## src/radio_spi_pkg.sv

```systemverilog
package radio_spi_pkg;

	// header byte layout
	localparam int READ_BIT = 7;
	localparam int BURST_BIT = 6;
	localparam int ADDR_MSB = 5;

	// register addresses
	localparam logic [5:0] PIN2_OUTPUT_CONFIG_ADDR = 6'h00;
	localparam logic [5:0] PIN1_OUTPUT_CONFIG_ADDR = 6'h01;
	localparam logic [5:0] PIN0_OUTPUT_CONFIG_ADDR = 6'h02;
	localparam logic [5:0] FIFO_THRESHOLD_ADDR = 6'h03;
	localparam logic [5:0] STROBE_FIRST_ADDR = 6'h30;
	localparam logic [5:0] STROBE_LAST_ADDR = 6'h3d;
	localparam logic [5:0] PART_NUMBER_ADDR = 6'h30;
	localparam logic [5:0] CHIP_REVISION_ADDR = 6'h31;
	localparam logic [5:0] FREQUENCY_OFFSET_ESTIMATE_ADDR = 6'h32;
	localparam logic [5:0] LINK_QUALITY_ADDR = 6'h33;
	localparam logic [5:0] SIGNAL_STRENGTH_ADDR = 6'h34;
	localparam logic [5:0] RADIO_STATE_ADDR = 6'h35;
	localparam logic [5:0] WAKE_TIMER_HIGH_ADDR = 6'h36;
	localparam logic [5:0] WAKE_TIMER_LOW_ADDR = 6'h37;
	localparam logic [5:0] PACKET_PIN_STATUS_ADDR = 6'h38;
	localparam logic [5:0] SYNTH_CAL_SETTING_ADDR = 6'h39;
	localparam logic [5:0] TX_FILL_COUNT_ADDR = 6'h3a;
	localparam logic [5:0] RX_FILL_COUNT_ADDR = 6'h3b;
	localparam logic [5:0] RC_CAL_RESULT_A_ADDR = 6'h3c;
	localparam logic [5:0] RC_CAL_RESULT_B_ADDR = 6'h3d;
	localparam logic [5:0] OUTPUT_POWER_TABLE_ADDR = 6'h3e;
	localparam logic [5:0] FIFO_ACCESS_PORT_ADDR = 6'h3f;

	// command strobe codes
	localparam logic [5:0] SOFT_RESET_CMD = 6'h30;
	localparam logic [5:0] SYNTH_ON_CMD = 6'h31;
	localparam logic [5:0] OSC_OFF_CMD = 6'h32;
	localparam logic [5:0] SYNTH_CALIBRATE_CMD = 6'h33;
	localparam logic [5:0] RECEIVE_CMD = 6'h34;
	localparam logic [5:0] TRANSMIT_CMD = 6'h35;
	localparam logic [5:0] GO_IDLE_CMD = 6'h36;
	localparam logic [5:0] WAKE_POLL_CMD = 6'h38;
	localparam logic [5:0] POWER_DOWN_CMD = 6'h39;
	localparam logic [5:0] FLUSH_RECEIVE_CMD = 6'h3a;
	localparam logic [5:0] FLUSH_TRANSMIT_CMD = 6'h3b;
	localparam logic [5:0] WAKE_TIMER_RESET_CMD = 6'h3c;
	localparam logic [5:0] NO_OPERATION_CMD = 6'h3d;

	// reset values and writable-bit masks
	localparam logic [7:0] PIN2_OUTPUT_CONFIG_RESET = 8'h29;
	localparam logic [7:0] PIN1_OUTPUT_CONFIG_RESET = 8'h2e;
	localparam logic [7:0] PIN0_OUTPUT_CONFIG_RESET = 8'h3f;
	localparam logic [7:0] FIFO_THRESHOLD_RESET = 8'h07;
	localparam logic [7:0] PIN2_OUTPUT_CONFIG_MASK = 8'h7f;
	localparam logic [7:0] FIFO_THRESHOLD_MASK = 8'h0f;
	localparam logic [7:0] OUTPUT_POWER_TABLE_RESET = 8'h00;

	// field positions
	localparam int DRIVE_STRENGTH_BIT = 7;
	localparam int TEMP_SENSOR_BIT = 7;
	localparam int POLARITY_BIT = 6;
	localparam int SELECT_MSB = 5;
	localparam int THRESHOLD_MSB = 3;

	// fifo thresholds: tx falls and rx rises by one step per setting
	localparam logic [6:0] TX_THRESHOLD_BASE = 7'h3d;
	localparam logic [6:0] RX_THRESHOLD_BASE = 7'h04;
	localparam logic [6:0] THRESHOLD_STEP = 7'h04;
	localparam logic [6:0] FIFO_DEPTH = 7'h40;
	localparam logic [3:0] FREE_SATURATE = 4'hf;

	typedef enum logic [1:0] {PH_IDLE, PH_HEADER, PH_DATA} spi_phase_t;

endpackage : radio_spi_pkg

```

## src/radio_spi_regmap.sv

```systemverilog
// Functional notes
// - a non-burst-read access to 0x30..0x3D is a one-byte command strobe, not a transfer.
// - a burst read of 0x30..0x3D returns the read-only status registers.
// - 0x3E reaches the output power table; 0x3F writes the tx fifo and reads the rx fifo.
// - bit 6 of each pin config register selects active-low output, reset 0.
// - the pin-2 signal select resets to 0x29, the active-low chip-ready signal.
// - the pin-1 signal select resets to 0x2E, high impedance.
// - the pin-0 signal select resets to 0x3F, crystal clock divided by 192.
// - bit 7 of pin-1 config sets drive strength for all three pins, reset 0.
// - bit 7 of pin-0 config enables the temperature sensor, reset 0.
// - tx fifo threshold is 61 bytes at setting 0, four less per step, 1 at 15.
// - rx fifo threshold is 4 bytes at setting 0, four more per step; field resets to 7.
// - pin config and threshold registers keep their contents through sleep.
// - header byte is address plus 0x40 for burst and 0x80 for read.
// - the tx byte-count register reports tx fifo fill and underflow.
`timescale 1ns/1ps
module radio_spi_regmap #(
	parameter int POWER_TABLE_DEPTH = 8,
	parameter logic [7:0] PART_NUMBER_VALUE = 8'h5a, // arbitrary value
	parameter logic [7:0] CHIP_REVISION_VALUE = 8'h01 // arbitrary value
) (
	// clock and reset
	input wire logic CLK_IN,
	input wire logic ARST_N_IN,
	// spi pins from the host, sampled on CLK_IN
	input wire logic SCLK_IN,
	input wire logic CSN_IN,
	input wire logic MOSI_IN,
	output logic MISO_OUT,
	output logic MISO_OE_OUT,
	// command strobes
	output logic STROBE_VALID_OUT,
	output logic [5:0] STROBE_CODE_OUT,
	// tx fifo path
	output logic TX_VALID_OUT,
	output logic [7:0] TX_DATA_OUT,
	input wire logic TX_READY_IN,
	output logic TXBUF_FULL_OUT,
	// rx fifo path
	input wire logic RX_VALID_IN,
	input wire logic [7:0] RX_DATA_IN,
	output logic RX_READY_OUT,
	// status sources
	input wire logic [7:0] FREQ_EST_IN,
	input wire logic [7:0] LINK_QUALITY_IN,
	input wire logic [7:0] SIGNAL_STRENGTH_IN,
	input wire logic [4:0] RADIO_STATE_IN,
	input wire logic [15:0] WAKE_TIMER_IN,
	input wire logic [7:0] PACKET_STATUS_IN,
	input wire logic [7:0] SYNTH_CAL_IN,
	input wire logic [6:0] TX_COUNT_IN,
	input wire logic TX_UNDERFLOW_IN,
	input wire logic [6:0] RX_COUNT_IN,
	input wire logic RX_OVERFLOW_IN,
	input wire logic [6:0] RC_CAL_A_IN,
	input wire logic [6:0] RC_CAL_B_IN,
	// power table lookup
	input wire logic [2:0] POWER_INDEX_IN,
	output logic [7:0] POWER_LEVEL_OUT,
	// pin configuration
	output logic [5:0] PIN2_SIGNAL_SELECT_OUT,
	output logic PIN2_POLARITY_OUT,
	output logic [5:0] PIN1_SIGNAL_SELECT_OUT,
	output logic PIN1_POLARITY_OUT,
	output logic [5:0] PIN0_SIGNAL_SELECT_OUT,
	output logic PIN0_POLARITY_OUT,
	output logic PIN_DRIVE_STRENGTH_OUT,
	output logic TEMP_SENSOR_EN_OUT,
	// fifo thresholds
	output logic [3:0] QUEUE_THRESHOLD_SELECT_OUT,
	output logic TX_THRESH_OUT,
	output logic RX_THRESH_OUT
);
	function automatic logic in_strobe_range(input logic [5:0] a);
		in_strobe_range = (a >= radio_spi_pkg::STROBE_FIRST_ADDR) &&
			(a <= radio_spi_pkg::STROBE_LAST_ADDR);
	endfunction : in_strobe_range

	function automatic logic [6:0] threshold(input logic [6:0] base, input logic [3:0] sel,
			input logic rising);
		logic [6:0] span;
		span = 7'(radio_spi_pkg::THRESHOLD_STEP * {3'h0, sel});
		threshold = rising ? 7'(base + span) : 7'(base - span);
	endfunction : threshold

	// registers
	logic [7:0] pin2_cfg_q;
	logic [7:0] pin1_cfg_q;
	logic [7:0] pin0_cfg_q;
	logic [7:0] fifo_thr_q;
	logic [7:0] power_table_q [POWER_TABLE_DEPTH];
	// spi engine
	radio_spi_pkg::spi_phase_t phase_q;
	radio_spi_pkg::spi_phase_t phase_d;
	logic sclk_q;
	logic csn_q;
	logic [6:0] in_sh_q;
	logic [2:0] bit_cnt_q;
	logic [7:0] out_sh_q;
	logic [7:0] out_sh_d;
	logic [5:0] addr_q;
	logic read_q;
	logic burst_q;
	logic [2:0] pa_idx_q;
	logic strobe_q;
	logic [5:0] strobe_code_q;
	logic tx_thr_q;
	logic rx_thr_q;

	wire sclk_rise = SCLK_IN & ~sclk_q & ~CSN_IN;
	wire sclk_fall = ~SCLK_IN & sclk_q & ~CSN_IN;
	wire cs_start = ~CSN_IN & csn_q;
	wire byte_done = sclk_rise & (bit_cnt_q == 3'd7);
	wire [7:0] rx_byte = {in_sh_q, MOSI_IN};
	wire hdr_done = byte_done & (phase_q == radio_spi_pkg::PH_HEADER);
	wire data_done = byte_done & (phase_q == radio_spi_pkg::PH_DATA);

	// header decode
	wire h_read = rx_byte[radio_spi_pkg::READ_BIT];
	wire h_burst = rx_byte[radio_spi_pkg::BURST_BIT];
	wire [5:0] h_addr = rx_byte[radio_spi_pkg::ADDR_MSB:0];
	wire is_strobe = hdr_done & in_strobe_range(h_addr) & ~(h_read & h_burst);
	wire soft_reset = is_strobe & (h_addr == radio_spi_pkg::SOFT_RESET_CMD);

	// address and index that the next byte will use
	wire cfg_space = addr_q < radio_spi_pkg::STROBE_FIRST_ADDR;
	wire pa_access = addr_q == radio_spi_pkg::OUTPUT_POWER_TABLE_ADDR;
	wire fifo_access = addr_q == radio_spi_pkg::FIFO_ACCESS_PORT_ADDR;
	wire [5:0] nxt_addr = hdr_done ? h_addr :
		(data_done & burst_q & cfg_space) ? 6'(addr_q + 6'h01) : addr_q;
	wire [2:0] nxt_pa_idx = hdr_done ? 3'h0 :
		(data_done & pa_access) ? 3'(pa_idx_q + 3'h1) : pa_idx_q;
	wire load_read = (hdr_done & ~is_strobe & h_read) | (data_done & burst_q & read_q);
	wire rx_pop = load_read & (nxt_addr == radio_spi_pkg::FIFO_ACCESS_PORT_ADDR);
	wire wr_data = data_done & ~read_q;

	// status byte shifted out during every header
	wire [6:0] tx_free = 7'(radio_spi_pkg::FIFO_DEPTH - TX_COUNT_IN);
	wire [3:0] free_sat = (tx_free > {3'h0, radio_spi_pkg::FREE_SATURATE}) ?
		radio_spi_pkg::FREE_SATURATE : tx_free[3:0];
	wire [7:0] chip_status = {1'b0, RADIO_STATE_IN[2:0], free_sat};

	// read multiplexer
	logic [7:0] rd_value;
	always_comb begin
		case (nxt_addr)
			radio_spi_pkg::PIN2_OUTPUT_CONFIG_ADDR: rd_value = pin2_cfg_q;
			radio_spi_pkg::PIN1_OUTPUT_CONFIG_ADDR: rd_value = pin1_cfg_q;
			radio_spi_pkg::PIN0_OUTPUT_CONFIG_ADDR: rd_value = pin0_cfg_q;
			radio_spi_pkg::FIFO_THRESHOLD_ADDR: rd_value = fifo_thr_q;
			radio_spi_pkg::PART_NUMBER_ADDR: rd_value = PART_NUMBER_VALUE;
			radio_spi_pkg::CHIP_REVISION_ADDR: rd_value = CHIP_REVISION_VALUE;
			radio_spi_pkg::FREQUENCY_OFFSET_ESTIMATE_ADDR: rd_value = FREQ_EST_IN;
			radio_spi_pkg::LINK_QUALITY_ADDR: rd_value = LINK_QUALITY_IN;
			radio_spi_pkg::SIGNAL_STRENGTH_ADDR: rd_value = SIGNAL_STRENGTH_IN;
			radio_spi_pkg::RADIO_STATE_ADDR: rd_value = {3'h0, RADIO_STATE_IN};
			radio_spi_pkg::WAKE_TIMER_HIGH_ADDR: rd_value = WAKE_TIMER_IN[15:8];
			radio_spi_pkg::WAKE_TIMER_LOW_ADDR: rd_value = WAKE_TIMER_IN[7:0];
			radio_spi_pkg::PACKET_PIN_STATUS_ADDR: rd_value = PACKET_STATUS_IN;
			radio_spi_pkg::SYNTH_CAL_SETTING_ADDR: rd_value = SYNTH_CAL_IN;
			radio_spi_pkg::TX_FILL_COUNT_ADDR: rd_value = {TX_UNDERFLOW_IN, TX_COUNT_IN};
			radio_spi_pkg::RX_FILL_COUNT_ADDR: rd_value = {RX_OVERFLOW_IN, RX_COUNT_IN};
			radio_spi_pkg::RC_CAL_RESULT_A_ADDR: rd_value = {1'b0, RC_CAL_A_IN};
			radio_spi_pkg::RC_CAL_RESULT_B_ADDR: rd_value = {1'b0, RC_CAL_B_IN};
			radio_spi_pkg::OUTPUT_POWER_TABLE_ADDR: rd_value = power_table_q[nxt_pa_idx];
			radio_spi_pkg::FIFO_ACCESS_PORT_ADDR: rd_value = RX_VALID_IN ? RX_DATA_IN : 8'h00;
			default: rd_value = 8'h00;
		endcase
	end

	// phase sequencing: single accesses fall back to a new header after one data byte
	always_comb begin
		case (phase_q)
			radio_spi_pkg::PH_IDLE: phase_d = cs_start ? radio_spi_pkg::PH_HEADER : phase_q;
			radio_spi_pkg::PH_HEADER: phase_d = (hdr_done & ~is_strobe) ?
				radio_spi_pkg::PH_DATA : phase_q;
			radio_spi_pkg::PH_DATA: phase_d = (data_done & ~burst_q) ?
				radio_spi_pkg::PH_HEADER : phase_q;
			default: phase_d = radio_spi_pkg::PH_IDLE;
		endcase
		if (CSN_IN)
			phase_d = radio_spi_pkg::PH_IDLE;
	end

	// next output byte: loaded at a byte boundary, shifted on falling sclk
	always_comb begin
		out_sh_d = out_sh_q;
		if (cs_start)
			out_sh_d = chip_status;
		else if (load_read)
			out_sh_d = rd_value;
		else if (byte_done)
			out_sh_d = chip_status;
		else if (sclk_fall && bit_cnt_q != 3'd0)
			out_sh_d = {out_sh_q[6:0], 1'b0};
	end

	always_ff @(posedge CLK_IN or negedge ARST_N_IN) begin
		if (!ARST_N_IN) begin
			phase_q <= radio_spi_pkg::PH_IDLE;
			sclk_q <= 1'b0;
			csn_q <= 1'b1;
			in_sh_q <= 7'h00;
			bit_cnt_q <= 3'h0;
			out_sh_q <= 8'h00;
		end else begin
			phase_q <= phase_d;
			sclk_q <= SCLK_IN;
			csn_q <= CSN_IN;
			out_sh_q <= out_sh_d;
			if (CSN_IN)
				bit_cnt_q <= 3'h0;
			else if (sclk_rise) begin
				in_sh_q <= rx_byte[6:0];
				bit_cnt_q <= 3'(bit_cnt_q + 3'h1);
			end
		end
	end

	always_ff @(posedge CLK_IN or negedge ARST_N_IN) begin
		if (!ARST_N_IN) begin
			addr_q <= 6'h00;
			read_q <= 1'b0;
			burst_q <= 1'b0;
			pa_idx_q <= 3'h0;
			strobe_q <= 1'b0;
			strobe_code_q <= 6'h00;
		end else begin
			addr_q <= nxt_addr;
			pa_idx_q <= nxt_pa_idx;
			strobe_q <= is_strobe;
			if (is_strobe)
				strobe_code_q <= h_addr;
			if (hdr_done) begin
				read_q <= h_read;
				burst_q <= h_burst;
			end
		end
	end

	// configuration: only reset, the soft reset command and spi writes touch it, so sleep keeps it
	always_ff @(posedge CLK_IN or negedge ARST_N_IN) begin
		if (!ARST_N_IN) begin
			pin2_cfg_q <= radio_spi_pkg::PIN2_OUTPUT_CONFIG_RESET;
			pin1_cfg_q <= radio_spi_pkg::PIN1_OUTPUT_CONFIG_RESET;
			pin0_cfg_q <= radio_spi_pkg::PIN0_OUTPUT_CONFIG_RESET;
			fifo_thr_q <= radio_spi_pkg::FIFO_THRESHOLD_RESET;
		end else if (soft_reset) begin
			pin2_cfg_q <= radio_spi_pkg::PIN2_OUTPUT_CONFIG_RESET;
			pin1_cfg_q <= radio_spi_pkg::PIN1_OUTPUT_CONFIG_RESET;
			pin0_cfg_q <= radio_spi_pkg::PIN0_OUTPUT_CONFIG_RESET;
			fifo_thr_q <= radio_spi_pkg::FIFO_THRESHOLD_RESET;
		end else if (wr_data) begin
			// reserved bits are masked at write time so they always read as zero
			if (addr_q == radio_spi_pkg::PIN2_OUTPUT_CONFIG_ADDR)
				pin2_cfg_q <= rx_byte & radio_spi_pkg::PIN2_OUTPUT_CONFIG_MASK;
			if (addr_q == radio_spi_pkg::PIN1_OUTPUT_CONFIG_ADDR)
				pin1_cfg_q <= rx_byte;
			// is the host's duty; the bits are stored as written
			if (addr_q == radio_spi_pkg::PIN0_OUTPUT_CONFIG_ADDR)
				pin0_cfg_q <= rx_byte;
			if (addr_q == radio_spi_pkg::FIFO_THRESHOLD_ADDR)
				fifo_thr_q <= rx_byte & radio_spi_pkg::FIFO_THRESHOLD_MASK;
		end
	end

	// power table: burst steps the index, a new header restarts it at entry 0
	always_ff @(posedge CLK_IN or negedge ARST_N_IN) begin
		if (!ARST_N_IN) begin
			for (int i = 0; i < POWER_TABLE_DEPTH; i++)
				power_table_q[i] <= radio_spi_pkg::OUTPUT_POWER_TABLE_RESET;
		end else if (wr_data && pa_access) begin
			power_table_q[pa_idx_q] <= rx_byte;
		end
	end

	// threshold compare against the fill counts reported by the fifos
	wire [3:0] thr_sel = fifo_thr_q[radio_spi_pkg::THRESHOLD_MSB:0];
	wire [6:0] tx_limit = threshold(radio_spi_pkg::TX_THRESHOLD_BASE, thr_sel, 1'b0);
	wire [6:0] rx_limit = threshold(radio_spi_pkg::RX_THRESHOLD_BASE, thr_sel, 1'b1);

	always_ff @(posedge CLK_IN or negedge ARST_N_IN) begin
		if (!ARST_N_IN) begin
			tx_thr_q <= 1'b0;
			rx_thr_q <= 1'b0;
		end else begin
			tx_thr_q <= TX_COUNT_IN >= tx_limit;
			rx_thr_q <= RX_COUNT_IN >= rx_limit;
		end
	end

	// tx fifo bytes pass a two-entry buffer; a byte arriving while it is full is
	// dropped, since spi cannot be stalled, and TXBUF_FULL_OUT warns the host side
	wire buf_in_ready;
	byte_buffer2 #(
		.WIDTH(8)
	) tx_buffer (
		.clk_in(CLK_IN),
		.arst_n_in(ARST_N_IN),
		.in_valid_in(wr_data & fifo_access),
		.in_data_in(rx_byte),
		.in_ready_out(buf_in_ready),
		.out_valid_out(TX_VALID_OUT),
		.out_data_out(TX_DATA_OUT),
		.out_ready_in(TX_READY_IN)
	);

	assign TXBUF_FULL_OUT = ~buf_in_ready;
	assign RX_READY_OUT = rx_pop & RX_VALID_IN;
	assign MISO_OUT = out_sh_q[7];
	assign MISO_OE_OUT = ~CSN_IN;
	assign STROBE_VALID_OUT = strobe_q;
	assign STROBE_CODE_OUT = strobe_code_q;
	assign POWER_LEVEL_OUT = power_table_q[POWER_INDEX_IN];
	assign PIN2_SIGNAL_SELECT_OUT = pin2_cfg_q[radio_spi_pkg::SELECT_MSB:0];
	assign PIN2_POLARITY_OUT = pin2_cfg_q[radio_spi_pkg::POLARITY_BIT];
	assign PIN1_SIGNAL_SELECT_OUT = pin1_cfg_q[radio_spi_pkg::SELECT_MSB:0];
	assign PIN1_POLARITY_OUT = pin1_cfg_q[radio_spi_pkg::POLARITY_BIT];
	assign PIN0_SIGNAL_SELECT_OUT = pin0_cfg_q[radio_spi_pkg::SELECT_MSB:0];
	assign PIN0_POLARITY_OUT = pin0_cfg_q[radio_spi_pkg::POLARITY_BIT];
	assign PIN_DRIVE_STRENGTH_OUT = pin1_cfg_q[radio_spi_pkg::DRIVE_STRENGTH_BIT];
	assign TEMP_SENSOR_EN_OUT = pin0_cfg_q[radio_spi_pkg::TEMP_SENSOR_BIT];
	assign QUEUE_THRESHOLD_SELECT_OUT = thr_sel;
	assign TX_THRESH_OUT = tx_thr_q;
	assign RX_THRESH_OUT = rx_thr_q;

endmodule : radio_spi_regmap

```

## src/byte_buffer2.sv

```systemverilog
`timescale 1ns/1ps
module byte_buffer2 #(
	parameter int WIDTH = 8
) (
	// clock and reset
	input wire logic clk_in,
	input wire logic arst_n_in,
	// filling side
	input wire logic in_valid_in,
	input wire logic [WIDTH-1:0] in_data_in,
	output logic in_ready_out,
	// draining side
	output logic out_valid_out,
	output logic [WIDTH-1:0] out_data_out,
	input wire logic out_ready_in
);
	logic [WIDTH-1:0] slot_q [2];
	logic [1:0] count_q;
	logic rd_ptr_q;
	logic wr_ptr_q;
	wire push = in_valid_in & in_ready_out;
	wire pop = out_valid_out & out_ready_in;

	assign in_ready_out = (count_q != 2'd2);
	assign out_valid_out = (count_q != 2'd0);
	assign out_data_out = slot_q[rd_ptr_q];

	always_ff @(posedge clk_in or negedge arst_n_in) begin
		if (!arst_n_in) begin
			count_q <= 2'd0;
			rd_ptr_q <= 1'b0;
			wr_ptr_q <= 1'b0;
			slot_q[0] <= '0;
			slot_q[1] <= '0;
		end else begin
			if (push) begin
				slot_q[wr_ptr_q] <= in_data_in;
				wr_ptr_q <= ~wr_ptr_q;
			end
			if (pop)
				rd_ptr_q <= ~rd_ptr_q;
			count_q <= count_q + {1'b0, push} - {1'b0, pop};
		end
	end

endmodule : byte_buffer2

```

## config.mk

```make
export PLATFORM = sky130hd
export DESIGN_NAME = radio_spi_regmap
export DESIGN_NICKNAME = d
export VERILOG_FILES = /design/src/radio_spi_pkg.sv /design/src/radio_spi_regmap.sv /design/src/byte_buffer2.sv
export SDC_FILE = /design/constraint.sdc
export NUM_CORES = 1
export LEC_CHECK = 0
export ABC_CLOCK_PERIOD_IN_PS = 3200
export BUFFER_PORTS_ARGS = -buffer_cell sky130_fd_sc_hd__buf_4
export CAP_MARGIN = 10
export CORE_MARGIN = 10
export CORE_UTILIZATION = 40
export DETAILED_ROUTE_END_ITERATION = 7
export GPL_TIMING_DRIVEN = 0
export PLACE_DENSITY = 0.6
export RECOVER_POWER = 25
export SYNTH_ARGS = -nofsm -noshare
export SYNTH_HDL_FRONTEND = slang
export SYNTH_HIERARCHICAL = 1
export SYNTH_SLANG_ARGS = --single-unit
```

## constraint.sdc

```tcl
create_clock -name CLK_IN -period 3.2 [get_ports CLK_IN]
set_input_delay 0.48 -clock CLK_IN [delete_from_list [all_inputs] [get_ports CLK_IN]]
set_output_delay 0.48 -clock CLK_IN [all_outputs]
set_load 0.01 [all_outputs]
```

==> impl_results.md <==
* Status: finished, violations left
* Failing checks: max-capacitance violations, max-slew violations, negative setup slack
* Core ar. at 23,600 sq um
* Clock skew at 0.0205 ns
* Register area at 3850 sq um
* Async SR Flop Fraction at 100%
* Hold crit path type: primary input to flop
* Drt via density at 5.95
* Fillers at 2,181
* Initial antenna violation count at 1
* Gr ovfl total at 0
* Later-pin clock latency in the skew report at 0.44 ns
* R2R setup slack at -0.05 ns
* Worst rel slew slack at -43.5%
* DP Area at 11,300 sq um
* GR Util met1 at 28.8%
* Worst-margin pin slew at 2.15 ns
* Post-Synthesis Cells at 930
* Max Cap Viol at 1
* Synth Flop Type: dfrtp_1
* CP Capture Type: primary output
* DRC viols at 0
* Register area share after synthesis at 40.0%
* Critical path class: flop to primary output
* Syn_nets at 1,060
* DRT iter0 DRCs at 1,051
* Worst-path fanout max at 9
* GP Congestion at 0.961
* Vias at 8,686
* Yosys warnings at 6
* Synth Register Bits at 153
* R2r startpoint: bit_cnt_q[0]
* Final antenna-violating net count at 0
* Largest net degree at the start of global routing at 82
* Fin. max-slew vios at 82
* Startpoint type of the worst setup path: flop
* RSZ-0062 raised after global routing: true
* All-Layer GR Usage at 22.2%
* CTS Buffer Depth at 2
* Design area at 12,400 sq um
* First-pass GRT wire length at 53.1 mm
* Setup crit end: RX_READY_OUT
* Sink Count at 153
* VDD IR-drop max at 0.000335 V
* Final Setup Violations at 3
* Initial core utilization at 40.8%
* CP required at 2.72 ns
* Chip Height at 175 um
* CTS Hold Bufs at 0
* Distinct cells, synth at 96
* CTS tree: built
* Fin crit period at 3.25 ns
* Die span in x at 175 um
* Grt met3 use at 4.98%
* CP startpoint: addr_q[4]
* Fin cells at 1,460
* H-tree Lvls at 4
* PnR worst setup slack at -0.0486 ns
* Reg2reg end: out_sh_q[6]
* First-pass iteration count of the detailed router at 6
* Final Util at 52.6%
* Tcrit/Tclk final at 102%
* P per Cell Area at 383 nW/um^2
* Worst-path clk slew at 0.07 ns
* Port Buffers at 162
* Total wire length at 35.4 mm
* Cell Area, Synth at 9630 sq um
* Fin nets at 1,257
* Hold Fails Final Rpt at 0
* Busiest grt layer: met2
* Layout cells sized above 1 at 42.1%
* Die Area at 30,700 sq um
* Fmax at 308 MHz
* Met2 GRT Util at 36.1%
* Worst r2r path cells at 12
* EDFF count, synth at 0
* Hpwl dp at 26.3 mm
* CTS Buf Count at 17
* Ports at 166
* Drt wl/cell at 24.3 um
* Multi-input gate area at 5730 sq um
* Dpl cells at 1,412
* CP arrival at 2.77 ns
* LEAKAGE at 0.00553 uW
* Layout overhead on the synthesized area at 29.0%
* Std-Cell Rows at 56
* Synth Area per Inst at 10.4 sq um
* Clock Tree Root: clkbuf_16
* Number of global-route vias before repair at 8,631
-- cell usage in the layout, fill, tap and decap left out, drive strengths merged, types with 4 or more instances in the layout --
cell type | netlist | routed
a21oi | 50 | 50
a221oi | 15 | 15
a222oi | 4 | 4
a22oi | 15 | 15
a31oi | 7 | 7
and2 | 4 | 4
and3 | 10 | 10
buf | 28 | 203
clkbuf | 30 | 49
clkinv | 0 | 7
dfrtp | 136 | 136
dfstp | 17 | 17
ha | 21 | 21
inv | 31 | 39
mux2 | 105 | 105
mux2i | 27 | 27
mux4 | 22 | 22
nand2 | 115 | 115
nand2b | 11 | 11
nand3 | 51 | 51
nand4 | 10 | 10
nor2 | 36 | 36
nor2b | 10 | 10
nor3 | 21 | 21
nor4 | 10 | 10
o211ai | 7 | 7
o21a | 5 | 5
o21ai | 35 | 35
o22ai | 10 | 10
o2bb2ai | 8 | 8
o31a | 4 | 4
o31ai | 6 | 6
xnor2 | 7 | 7
-- worst min path at each step --
stage	from	to	slack [ns]	cells past startpoint
after floorplan	ARST_N_IN	RX_THRESH_OUT	0.18	0
after global placement	STROBE_CODE_OUT[4]	STROBE_CODE_OUT[4]	0.46	1
after detailed placement	STROBE_CODE_OUT[4]	STROBE_CODE_OUT[4]	0.46	1
after CTS	ARST_N_IN	tx_buffer/slot_q[8]	0.07	1
after global routing	CSN_IN	csn_q	0.15	1
final	CSN_IN	csn_q	0.14	1
-- area by class of cell --
class	instances	area share [%]
diodes	1	0.0201
plain buffers	57	2.87
clock buffers	17	3.42
clock inverters	15	1.56
inverters	31	0.976
multi-input cells	688	46.1
flip-flops and latches	153	31.0
well taps	319	3.21
repair buffers	179	10.8
-- critical path: stages (launching register included) --
cell and delay, ns:
dfrtp_1 0.36, clkbuf_1 0.22, a21bo_2 0.35, or4_4 0.51, a221oi_4 0.35, a211oi_4 0.09
and3_4 0.19, and2_4 0.15, buf_6 0.11
-- kinds of logic (layout without fill, tap and decap cells) --
| kind of cell | after synthesis | after routing | synth area share (%) |
|---|---|---|---|
| flip-flops | 153 | 153 | 40.0 |
| multiplexers | 154 | 154 | 20.2 |
| buffers and inverters | 89 | 299 | 4.43 |
| AND/OR/NAND/NOR | 300 | 300 | 16.5 |
| XOR/XNOR | 9 | 9 | 0.818 |
| adder cells (fa/ha/maj) | 21 | 21 | 2.73 |
| AO/OA/AOI/OAI | 204 | 204 | 15.3 |
| other | 0 | 1 | 0 |
-- cells in the mapped netlist, types with 4 or more instances --
library cell	count	area share [%]
a21oi_1	48	2.5
a221oi_1	11	1.0
a221oi_2	4	0.62
a222oi_1	4	0.42
a22oi_1	15	1.2
a31oi_1	7	0.45
and2_1	4	0.26
and3_1	9	0.58
buf_1	5	0.19
buf_2	10	0.52
buf_4	6	0.47
buf_6	7	0.82
clkbuf_1	28	1.1
dfrtp_1	136	35
dfstp_2	17	4.6
ha_1	21	2.7
inv_1	26	1.0
inv_2	4	0.16
mux2_2	104	12
mux2i_1	27	2.8
mux4_2	22	5.1
nand2_1	114	4.4
nand2b_1	11	0.71
nand3_1	48	2.5
nand4_1	10	0.65
nor2_1	34	1.3
nor2b_1	9	0.58
nor3_1	14	0.73
nor3_2	4	0.42
nor4_1	8	0.52
o211ai_1	6	0.47
o21a_1	5	0.39
o21ai_0	31	1.6
o21ai_1	4	0.21
o22ai_1	10	0.65
o2bb2ai_1	8	0.73
o31a_1	4	0.36
o31ai_1	5	0.39
xnor2_1	7	0.64
-- metal layers --
layer / vias to the layer above / wire length (um)
met3: 69 / 2750
met1: 4347 / 14500
met2: 395 / 17200
met5: - / 0
met4: 0 / 898
li1: 3875 / -
-- where the power goes --
part | internal [uW] | leakage [uW] | switching, uW | total, uW
logic | 211 | 0.00320 | 400 | 611
clock network | 1070 | 0.000300 | 1030 | 2100
registers | 1980 | 0.00204 | 60.7 | 2040
total | 3270 | 0.00553 | 1490 | 4750
-- stage by stage --
| step | hold WS, ns | power [uW] | worst slack, ns | TNS, ns |
|---|---|---|---|---|
| floorplan | 0.184 | 2330 | 0.381 | 0 |
| CTS | 0.0695 | 4790 | -0.0784 | -0.0784 |
| global placement | 0.458 | 2680 | -0.581 | -9.41 |
| detailed placement | 0.459 | 2680 | -0.621 | -9.87 |
| global route | 0.149 | 4910 | -0.117 | -5.74 |
| finish | 0.143 | 4750 | -0.0486 | -0.110 |
-- what timing repair did --
action	CTS	global route
hold endpoints to repair	0	0
pin swaps	16	15
buffers inserted	8	8
gates resized for setup	56	42
endpoints found under the setup margin	58	83
-- sequential cells by signal, indices dropped and copies added, names as in the netlist, 2 cells and up --
signal and count:
STROBE_CODE_OUT 6, fifo_thr_q 4, pin1_cfg_q 8, pin2_cfg_q 7
power_table_q 64, tx_buffer/slot_q 16, pa_idx_q 3, bit_cnt_q 3
pin0_cfg_q 8, out_sh_q 8, phase_q 2, in_sh_q 7
tx_buffer/count_q 2, addr_q 6
Note: power is estimated with default switching activity, not from simulation.
